===== config.mk =====
export PLATFORM = sky130hd
export DESIGN_NAME = nmi_soft_soc_flat
export DESIGN_NICKNAME = d
export VERILOG_FILES = /design/src/design/nmi_soft_pkg.sv /design/src/design/nmi_soft_if.sv /design/src/design/nmi_soft_soc.sv /design/src/flat_wrapper.sv
export SDC_FILE = /design/constraint.sdc
export NUM_CORES = 1
export LEC_CHECK = 0
export BUFFER_PORTS_ARGS = -buffer_cell sky130_fd_sc_hd__buf_2
export CAP_MARGIN = 10
export CORE_MARGIN = 2
export CORE_UTILIZATION = 53
export DETAILED_ROUTE_END_ITERATION = 16
export GPL_ROUTABILITY_DRIVEN = 0
export PLACE_DENSITY = 0.85
export SLEW_MARGIN = 20
export SYNTH_ARGS = -nofsm -noshare
export SYNTH_HDL_FRONTEND = slang
export SYNTH_SLANG_ARGS = --single-unit
export TNS_END_PERCENT = 20

===== constraint.sdc =====
create_clock -name clk_i -period 4 [get_ports clk_i]
set_clock_uncertainty 0.1 [all_clocks]
set_input_delay 0.4 -clock clk_i [delete_from_list [all_inputs] [get_ports clk_i]]
set_output_delay 0.4 -clock clk_i [all_outputs]
set_load 0.05 [all_outputs]

===== src/design/nmi_soft_pkg.sv =====
package nmi_soft_pkg;
  localparam logic [31:0] CAUSE_PIN = 32'h0000_0000;
  localparam logic [31:0] CAUSE_STORE = 32'hf000_0000;
  localparam logic [31:0] CAUSE_LOAD = 32'hf000_0001;
  localparam logic [31:0] CAUSE_ECC2 = 32'hf000_1000;
  localparam logic [31:0] CAUSE_DREG = 32'hf000_1001;
  localparam logic [31:0] CAUSE_NDREG = 32'hf000_1002;
  localparam int NSRC = 6;
  localparam int SRC_PIN = 0;
  localparam int SRC_STORE = 1;
  localparam int SRC_LOAD = 2;
  localparam int SRC_ECC2 = 3;
  localparam int SRC_DREG = 4;
  localparam int SRC_NDREG = 5;
  localparam logic [3:0] OFF_CTRL = 4'h0;
  localparam logic [3:0] OFF_STATUS = 4'h4;
  localparam logic [3:0] OFF_MASK = 4'h8;
  localparam logic [3:0] OFF_VEC = 4'hc;
  localparam int ST_NMI_PULSE = 0;
  localparam int ST_SOFT_SET = 1;
  localparam logic [31:0] VEC_RESET = 32'h0000_0000;
  localparam logic [2:0] PIN_HOLD = 3'h3;
  localparam logic [2:0] PIN_GAP = 3'h3;
  typedef enum logic [1:0] {
    SRV_IDLE = 2'b01,
    SRV_TAKE = 2'b10
  } srv_state_t;
  function automatic logic [31:0] cause_of(input logic [2:0] idx);
    case (idx)
      3'h0: cause_of = CAUSE_PIN;
      3'h1: cause_of = CAUSE_STORE;
      3'h2: cause_of = CAUSE_LOAD;
      3'h3: cause_of = CAUSE_ECC2;
      3'h4: cause_of = CAUSE_DREG;
      default: cause_of = CAUSE_NDREG;
    endcase
  endfunction
endpackage


===== src/design/nmi_soft_if.sv =====
`timescale 1ns/1ps
interface nmi_soft_if;
  logic [31:1] nmi_vec;
  logic nmi_req;
  logic soft_irq;
  modport core (input nmi_vec, input nmi_req, input soft_irq);
  modport soc (output nmi_vec, output nmi_req, output soft_irq);
endinterface


===== src/design/nmi_soft_soc.sv =====
`timescale 1ns/1ps
module nmi_soft_soc (
  // Clock and reset
  input wire logic clk_i,
  input wire logic rst_i,
  // Avalon-MM slave
  input wire logic [3:0] avs_address,
  input wire logic avs_read,
  input wire logic avs_write,
  input wire logic [31:0] avs_writedata,
  output logic [31:0] avs_readdata,
  output logic avs_waitrequest,
  // Interrupt
  output logic irq_o,
  // Link to core
  nmi_soft_if.soc link
);
  // ----------------------------------------
  // Registers and NMI pulse shaper
  // ----------------------------------------
  logic soft_reg, soft_next;
  logic [31:0] vec_reg, vec_next;
  logic [1:0] stat_reg, stat_next;
  logic [1:0] mask_reg, mask_next;
  logic [31:0] rd_reg, rd_next;
  logic [2:0] cnt_reg, cnt_next;
  logic pin_reg, pin_next;
  logic fire_req_reg, fire_req_next;
  logic ack_reg, ack_next;
  logic wr_ctrl;

  always_comb begin
    soft_next = soft_reg;
    vec_next = vec_reg;
    stat_next = stat_reg;
    mask_next = mask_reg;
    fire_req_next = fire_req_reg;
    pin_next = pin_reg;
    cnt_next = cnt_reg;
    rd_next = 32'h0;
    ack_next = (avs_read | avs_write) & ~ack_reg;
    wr_ctrl = avs_write & ~ack_reg & (avs_address == nmi_soft_pkg::OFF_CTRL);
    if (avs_write && !ack_reg) begin
      unique case (avs_address)
        nmi_soft_pkg::OFF_STATUS: stat_next = stat_reg & ~avs_writedata[1:0];
        nmi_soft_pkg::OFF_MASK: mask_next = avs_writedata[1:0];
        nmi_soft_pkg::OFF_VEC: vec_next = {avs_writedata[31:1], 1'b0};
        default: ;
      endcase
    end
    if (wr_ctrl) begin
      soft_next = avs_writedata[0];
      if (avs_writedata[1]) begin
        fire_req_next = 1'b1;
      end
    end
    // The pin stays low unless fired; unused it stays zero.
    if (cnt_reg != 3'h0) begin
      cnt_next = cnt_reg - 3'h1;
    end else if (pin_reg) begin
      pin_next = 1'b0;
      cnt_next = nmi_soft_pkg::PIN_GAP;
    end else if (fire_req_reg) begin
      pin_next = 1'b1;
      cnt_next = nmi_soft_pkg::PIN_HOLD;
      fire_req_next = 1'b0;
      stat_next[nmi_soft_pkg::ST_NMI_PULSE] = 1'b1;
    end
    if (wr_ctrl && avs_writedata[0] && !soft_reg) begin
      stat_next[nmi_soft_pkg::ST_SOFT_SET] = 1'b1;
    end
    if (avs_read && !ack_reg) begin
      unique case (avs_address)
        nmi_soft_pkg::OFF_CTRL: rd_next = {30'h0, fire_req_reg | pin_reg, soft_reg};
        nmi_soft_pkg::OFF_STATUS: rd_next = {30'h0, stat_reg};
        nmi_soft_pkg::OFF_MASK: rd_next = {30'h0, mask_reg};
        nmi_soft_pkg::OFF_VEC: rd_next = vec_reg;
        default: rd_next = 32'h0;
      endcase
    end
  end

  always_ff @(posedge clk_i or posedge rst_i) begin
    if (rst_i) begin
      soft_reg <= 1'b0;
      vec_reg <= nmi_soft_pkg::VEC_RESET;
      stat_reg <= 2'h0;
      mask_reg <= 2'h0;
      rd_reg <= 32'h0;
      cnt_reg <= 3'h0;
      pin_reg <= 1'b0;
      fire_req_reg <= 1'b0;
      ack_reg <= 1'b0;
    end else begin
      soft_reg <= soft_next;
      vec_reg <= vec_next;
      stat_reg <= stat_next;
      mask_reg <= mask_next;
      rd_reg <= rd_next;
      cnt_reg <= cnt_next;
      pin_reg <= pin_next;
      fire_req_reg <= fire_req_next;
      ack_reg <= ack_next;
    end
  end

  assign avs_waitrequest = (avs_read | avs_write) & ~ack_reg;
  assign avs_readdata = rd_reg;
  assign irq_o = |(stat_reg & mask_reg);
  assign link.nmi_vec = vec_reg[31:1];
  assign link.nmi_req = pin_reg;
  assign link.soft_irq = soft_reg;
endmodule


===== src/flat_wrapper.sv =====
// flat-port wrapper written by rule: the top's interface ports become plain ports
module nmi_soft_soc_flat 
  (clk_i, rst_i, avs_address, avs_read, avs_write, avs_writedata, avs_readdata, avs_waitrequest, irq_o, link_nmi_vec, link_nmi_req, link_soft_irq);
  nmi_soft_if link_i ();
  input wire logic clk_i;
  input wire logic rst_i;
  input wire logic [3:0] avs_address;
  input wire logic avs_read;
  input wire logic avs_write;
  input wire logic [31:0] avs_writedata;
  output logic [31:0] avs_readdata;
  output logic avs_waitrequest;
  output logic irq_o;
  output wire logic [$bits(link_i.nmi_vec)-1:0] link_nmi_vec;
  output wire logic [$bits(link_i.nmi_req)-1:0] link_nmi_req;
  output wire logic [$bits(link_i.soft_irq)-1:0] link_soft_irq;
  assign link_nmi_vec = link_i.nmi_vec;
  assign link_nmi_req = link_i.nmi_req;
  assign link_soft_irq = link_i.soft_irq;
  nmi_soft_soc u_core (.clk_i(clk_i), .rst_i(rst_i), .avs_address(avs_address), .avs_read(avs_read), .avs_write(avs_write), .avs_writedata(avs_writedata), .avs_readdata(avs_readdata), .avs_waitrequest(avs_waitrequest), .irq_o(irq_o), .link(link_i));
endmodule

==> results of run 1 <==
[cell families after synthesis]
group | count (synthesis) | share of synthesized area, %
AO/OA/AOI/OAI | 11 | 2.42
adder cells (fa/ha/maj) | 3 | 1.27
buffers and inverters | 14 | 3.57
flip-flops | 74 | 62.9
multiplexers | 39 | 18.6
AND/OR/NAND/NOR | 52 | 11.3
[through the flow]
| stage | cells | power, W | setup WS (ps) |
|---|---|---|---|
| after detailed placement | 364 | 0.00160 | 1690 |
| final | 380 | 0.00227 | 1800 |
| after CTS | 380 | 0.00229 | 1780 |
| after global placement | 364 | 0.00158 | 1710 |
| after floorplan | 193 | 0.00144 | 1620 |
| after global routing | 380 | 0.00238 | 1670 |
[final timing paths]
| path | to | slack (ps) | cells past startpoint |
|---|---|---|---|
| setup reg to reg | u_core.vec_reg[31] | 1800 | 3 |
| hold / removal | u_core.avs_readdata[26] | 90 | 2 |
| min in group clk_i | u_core.vec_reg[31] | 180 | 2 |
| hold reg to reg | u_core.cnt_reg[1] | 380 | 2 |
| setup / recovery | u_core.vec_reg[31] | 1800 | 3 |
| max in group asynchronous | u_core.avs_readdata[3] | 2900 | 3 |
[metal layers]
| layer | GRT usage (%) | up-vias |
|---|---|---|
| met5 | 0 | - |
| met4 | 11.2 | 0 |
| met3 | 3.91 | 9 |
| met2 | 30.6 | 74 |
| met1 | 24.6 | 903 |
| li1 | - | 865 |
[synth_stat cells]
master     number  area [um^2]
nand2b_1        1         6.26
mux2_4         30          450
clkbuf_1        2         7.51
or4b_4          1         13.8
a22o_1          1         8.76
nand2_1         5         18.8
buf_12          3         60.1
nand3b_1        2         15.0
nand4b_1        1         8.76
mux2_2          4         45.0
o21a_1          2         15.0
a2bb2oi_1       1         8.76
mux2_1          1         11.3
nor2_8          1         20.0
clkbuf_2        3         15.0
inv_1           6         22.5
nor2_1          6         22.5
and2_1         30          188
dfrtp_1        74         1850
o2bb2ai_1       1         8.76
mux2i_1         4         40.0
nor4b_1         2         17.5
o21ai_0         5         25.0
nand3_1         1         5.00
nor3b_1         1         7.51
ha_1            3         37.5
a21oi_1         1         5.00
or4b_1          1         10.0
[critical path, stage by stage, from the launching register on]
cell	delay (ps)
dfrtp_1	400
or4b_4	590
nor2_8	610
mux2_1	380
[power breakdown]
group	total, W	leakage, nW	switching, W	internal, W
Combinational	0.000650	0.946	0.000437	0.000213
Sequential	0.000933	0.979	0.0000789	0.000854
Clock	0.000684	0.120	0.000270	0.000414
[layout make-up]
| class | instances | area [um^2] |
|---|---|---|
| flip-flops and latches | 74 | 1850 |
| fillers | 395 | 1700 |
| multi-input cells | 105 | 991 |
| repair buffers | 107 | 538 |
| clock buffers | 9 | 124 |
| clock inverters | 7 | 116 |
| well taps | 72 | 90.1 |
| inverters | 6 | 23.8 |
==> impl.org, run 1 <==
** Final layout
- P&R area growth vs syn :: 26.8%
- Leaving out fill and tap cells, the most frequent cell in the layout is buf_2.
- At the end of the flow the core is filled with cells to 68.7%.
- Number of flip-flops under the largest register name :: 32
- In the final design database the tool counted 346 nets.
- Of the cells placed in the final design, the portion with a size suffix greater than 1 is 52.3%.
- Leaving out fill and tap cells, the most frequent cells in the layout are buf_2, dfrtp_1, mux2_4, and2_1, clkbuf_8.
- With fillers left out, the area of the finished cells amounts to 3730 um^2.
- Ant. Diodes :: 0

** STA
- Setup violations remaining at the end of the flow were counted as 0.
- For the pin with the worst max-slew slack, the measured transition is 921 ps.
- In the final timing run, aggregate negative setup slack is 0 ps.
- Max frequency :: 0.455 GHz
- Final Cycle Share :: 54.9%
- Post-route worst hold slack :: 86.0 ps
- Measured against its own limit, the worst slew margin works out to 38.5%.
- Final count of hold timing violations :: 0
- The final max-slew violation count was 0.
- Unrepaired setup endpoints after global routing :: no
- Subtracting the final worst setup slack from the clock period gives 2200 ps.

** Run status
- The flow ran to the end, and the final reports show no timing, DRC or antenna violations.

** Worst setup path
- Critical path peak fanout :: 31
- Beginning of the worst register-to-register path :: u_core.ack_reg
- STA puts the critical path data required time at 4120 ps.
- The worst setup path is launched from a flop.
- Data arrives at the worst endpoint at 2320 ps.
- The critical path starts at u_core.ack_reg.
- Category of the most critical setup path :: reg2reg
- The worst setup path is captured at a flop.

** Yosys
- Synth Area per Inst :: 15.3 um^2
- For this run, the number of Yosys warnings is 0.
- The synthesized netlist occupies a cell area of 2950 um^2.
- The synthesized design contains 74 register bits.
- Number of distinct library cell variants in the gate-level netlist after synthesis :: 28
- When the netlist entered floorplanning its net count stood at 236.
- Cells after synthesis :: 193
- The share of the Yosys chip area taken by registers is 62.9%.

** Detailed routing
- Routed length on met2 :: 2650 um
- The detail route stage leaves a number of antenna-violating nets equal to 0.
- Routed length on met1 :: 2240 um
- Via-per-instance ratio :: 4.87
- After detailed routing, the average wire length per cell comes to 14.1 um.
- Routed signal wires occupy layers up through met4.
- For this run, design rule violations remaining after detail routing come to 0.
- Via count :: 1851
- Sum of met3 wire segment lengths after detailed routing :: 354 um
- Total wire length :: 5350 um
- DRT iter0 DRCs :: 89
- Number of detailed-route iterations in the first pass :: 4

** Pwr
- Summed over all cells, the static leakage comes to 2.04 nW.
- Peak supply drop :: 0.330 mV
- Power per cell area :: 607 nW/um^2

** CTS
- In this run the post-CTS setup repair buffer count came out at 0.
- TritonCTS built the clock tree.
- CTS-repair resized insts :: 0
- Inserted Clock Buffers :: 9
- The H-tree generated during clock tree synthesis spans 3 levels.
- Clock tree synthesis found a total of 74 sinks.
- Source-to-sink clock delay at the later pin of the worst-skew pair :: 340 ps
- Clock transition time at the flip-flop clock pins of the worst setup and hold paths :: 80 ps
- Hold repair after CTS inserted 0 buffers.
- Maximum clock insertion buffer count :: 2
- The tree is rooted in a clkbuf_8.

** Global routing
- Maximum number of pins on one net before global-route repair :: 50
- The first global-routing pass estimated 8900 um of wire.
- Total GRT Usage :: 19.3%
- Antenna violations before repair :: 0
- Vias in the first global route :: 1906
- Total global routing overflow :: 0

** Place
- In this run the cell area measured after placement is 3490 um^2.
- The wire-length estimate of the detail-placed layout is 3810 um.
- PortBufs :: 106

** Die
- Chip height :: 78.5 um
- Core Rows :: 27
- Floorplan die width :: 78.5 um
- For this configuration, the core starts out at a cell density of 54.2%.
- I/O pin count :: 107
- The core region is 5440 um^2.
- Die area :: 6170 um^2

** Min path
- Type of the tightest min-delay check :: in2async

** Job
- Count of maximum capacitance violations :: 0
Power figures use the tool's default switching activity.
==> run 2: changes to the inputs <==
Settings changed: CORE_UTILIZATION 53 to 44, PLACE_DENSITY 0.85 to 0.75.
Clock period 4 ns to 1.8 ns, I/O delays scaled along.
==> run 2 against run 1 <==
- die area rose by 19%
- the run now ends with design-rule violations, negative setup slack left
- largest power group unchanged
- worst setup slack got worse by 1800 ps
- critical path depth rose by 1
- critical endpoint is now u_core.vec_reg[8]
- fmax is 20% higher
- sequential power rose by 120%
- global-route usage decreased by 0.95 points
- worst hold slack worse by 58 ps
- clock-buffer cell count rose by 3
- combinational power increased by 140%
- total power rose by 130%
==> impl.org, run 2 (synthesis results as in run 1) <==
** Run status
- Outcome :: finished with violations
- Failing checks :: design-rule violations, negative setup slack

** Pwr
- The overall power of the completed layout is 0.00511 W (+130%).
- The power per cell area was 1200 nW/um^2 (+97%).
- Static leakage :: 2.28 nW (+11%)
- Peak supply drop :: 0.801 mV (+140%)

** Global routing
- The maximum number of pins on one net before global-route repair was 75 (+50%).
- The global-route wire length before repair came to 10100 um (+14%).
- Total GRT Usage :: 18.3% (-0.95 points)
- The remaining global-route overflow came to 0 (unchanged).
- The number of antenna violations at the first check in global routing is 0 (unchanged).
- The number of global-route vias before repair was 2083 (+9.3%).

** Die
- Chip height :: 85.8 um (+9.3%)
- Starting density of the core :: 45.9% (-8.3 points)
- The number of top-level pins was 107 (unchanged).
- The chip width is 85.8 um (+9.3%).
- The number of rows created at floorplan was 29 (+7.4%).
- Core region area :: 6420 um^2 (+18%)
- The area of the die was 7360 um^2 (+19%).

** STA
- Slew at the pin with the worst max-slew slack :: 377 ps (-544 ps)
- Post-route worst hold slack :: 27.8 ps (-58.3 ps)
- Final count of hold timing violations :: 0 (unchanged)
- The worst max-slew margin expressed relative to the limit was 74.8% (+36 points).
- Unrepaired setup endpoints after global routing :: yes
- Max-slew violations :: 0 (unchanged)
- Fin crit period :: 1840 ps (-360 ps)
- Setup-violating endpoint count in the final report :: 23 (+23)
- The achievable frequency is 0.545 GHz (+20%).
- The fraction of the cycle the final worst path needs came to 102% (+47 points).
- The smallest setup slack after layout came to -36.0 ps (-1840 ps).

** Worst setup path
- CP startpoint :: u_core.ack_reg
- Worst path cell trace :: or4b_4, nor2_8, bufbuf_16, mux2_4
- STA classifies the critical path startpoint as a flop.
- Worst path bufs/invs :: 1 (+1)
- The most critical setup path has its endpoint at u_core.vec_reg[8].
- Kind of cell with the highest combined delay on the critical path :: simple AND/OR/NAND/NOR gates
- Beginning of the worst register-to-register path :: u_core.ack_reg
- The worst endpoint required time came to 1920 ps (-2200 ps).
- Slowest stage cell on the critical path :: or4b_4
- The worst setup path is captured at a flop.
- Flop-to-flop setup slack :: -40 ps (-1840 ps)
- The largest stage delay on the critical path was 530 ps (-80 ps).
- Reg2Reg Depth :: 4 (+1)
- Number of gates on the worst path with buffers counted :: 4 (+1)
- The critical path in this run is classified as reg2reg.
- The worst register-to-register path ends at u_core.vec_reg[8].
- Critical path peak fanout :: 4 (-87%)
- Arrival @ worst endpoint :: 1960 ps (-360 ps)

** Place
- The half-perimeter wire length after placement was 4000 um (+4.9%).
- Placement-stage worst setup slack :: -61.2 ps (-1750 ps)
- The post-detailed-placement cell area was 3610 um^2 (+3.3%).
- PortBufs :: 106 (unchanged)

** Final layout
- Fin area :: 4260 um^2 (+14%)
- The number of nets in the layout is 392 (+13%).
- The fill cell instance count of the final layout was 460 (+16%).
- The diode insertion count for antenna repair is 0 (unchanged).
- The area taken by flip-flops and latches is 1850 um^2 (unchanged).
- In the layout the commonest cells are buf_2, dfrtp_1, dlygate4sd3_1, mux2_4, and2_1.
- Utilization of the core after routing :: 66.4% (-2.3 points)
- Compared with the post-synthesis result, the final layout area differs by 44.8%.
- Share of cells above drive strength 1 :: 50.3% (-2.0 points)
- Leaving out fill and tap cells, the most frequent cell in the layout is buf_2.
- Number of flip-flops under the largest register name :: 32 (unchanged)
- Footprint of the multi-input gates :: 1000 um^2 (+1.3%)

** CTS
- Sink Count :: 74 (unchanged)
- Root Buffer :: clkbuf_8
- Level count of the clock H-tree :: 3 (unchanged)
- Clock transition time at the flip-flop clock pins of the worst setup and hold paths :: 80 ps (about the same)
- The number of CTS-inserted buffers was 9 (unchanged).
- The clock insertion delay at the later pin of the skew report came to 330 ps (about the same).
- TritonCTS built the clock tree.
- Maximum clock insertion buffer count :: 2 (unchanged)

** Detailed routing
- Via count :: 2008 (+8.5%)
- The number of DRC markers after the initial detailed-route iteration came to 79 (-11%).
- The post-route antenna net violation count is 0 (unchanged).
- Via-per-instance ratio :: 4.66 (-4.4%)
- Number of remaining DRC errors :: 9 (+9)
- Total wire length :: 6430 um (+20%)
- Number of detailed-route iterations in the first pass :: 10 (+6)
- The post-detailed-route wirelength per cell is 14.9 um (+6.0%).

** Min path
- The worst hold path belongs to the class in2reg.

** Job
- Count of maximum capacitance violations :: 0 (unchanged)
==> run 2: cell types whose count changed in the layout (fill, tap and decap cells not counted), moves of 2 or more <==
| cell | previous run | this run |
|---|---|---|
| buf_4 | 1 | 6 |
| buf_6 | 0 | 4 |
| buf_12 | 0 | 3 |
| dlygate4sd3_1 | 0 | 32 |
| clkbuf_8 | 9 | 12 |
| clkinv_2 | 3 | 1 |
==> run 2: how the worst min path moves through the flow <==
stage / from / to / slack (ps) / cells past startpoint
after floorplan: avs_writedata[31] / u_core.vec_reg[31] / 210 / 1
after global placement: rst_i / u_core.avs_readdata[28] / 220 / 3
after detailed placement: rst_i / u_core.vec_reg[24] / 220 / 3
after CTS: avs_write / u_core.ack_reg / 3 / 3
after global routing: avs_writedata[0] / u_core.link.soft_irq / 20 / 2
final: avs_write / u_core.ack_reg / 30 / 3
==> run 2: repair_timing <==
action / in CTS / in global routing
resized for setup: 7 / 3
hold buffers: 32 / 0
pin swaps: 2 / 0
cloned: 2 / 0
endpoints found under the setup margin: 30 / 54
setup buffers: 4 / 0
endpoints found under the hold margin: 105 / 0
==> run 2: final cells by class <==
cell class	instances	share of cell area [%]
flip-flops and latches	74	43.4
clock inverters	4	1.70
repair buffers	153	24.6
clock buffers	12	3.87
multi-input cells	105	23.5
well taps	77	2.26
inverters	6	0.616
==> run 2: worst reg2reg max path: cells and delay by family (launching register included) <==
kind / cells / cell delay (ps)
buffers and inverters: 1 / 280
DFF: 1 / 380
muxes: 1 / 300
and+or+nand+nor: 2 / 670
==> run 2: metrics by stage <==
step                TNS [ps]  cells
floorplan               -501    193
global placement        -644    378
detailed placement     -1150    378
CTS                     -574    432
global route           -1400    431
finish                  -351    431
==> run 2: where the power goes <==
part | total (W) | internal [W] | switching (W)
logic | 0.00156 | 0.000559 | 0.00100
clock network | 0.00147 | 0.000892 | 0.000582
registers | 0.00208 | 0.00190 | 0.000177
total | 0.00511 | 0.00335 | 0.00176
==> run 2: layer usage <==
layer	wire, um	track usage, %	vias up	share of wire, %
met5	0	0	-	0
met4	38	5.77	0	0.59
met3	373	5.29	2	5.8
met2	3300	31.9	77	51
met1	2710	22.0	969	42
li1	-	-	960	-
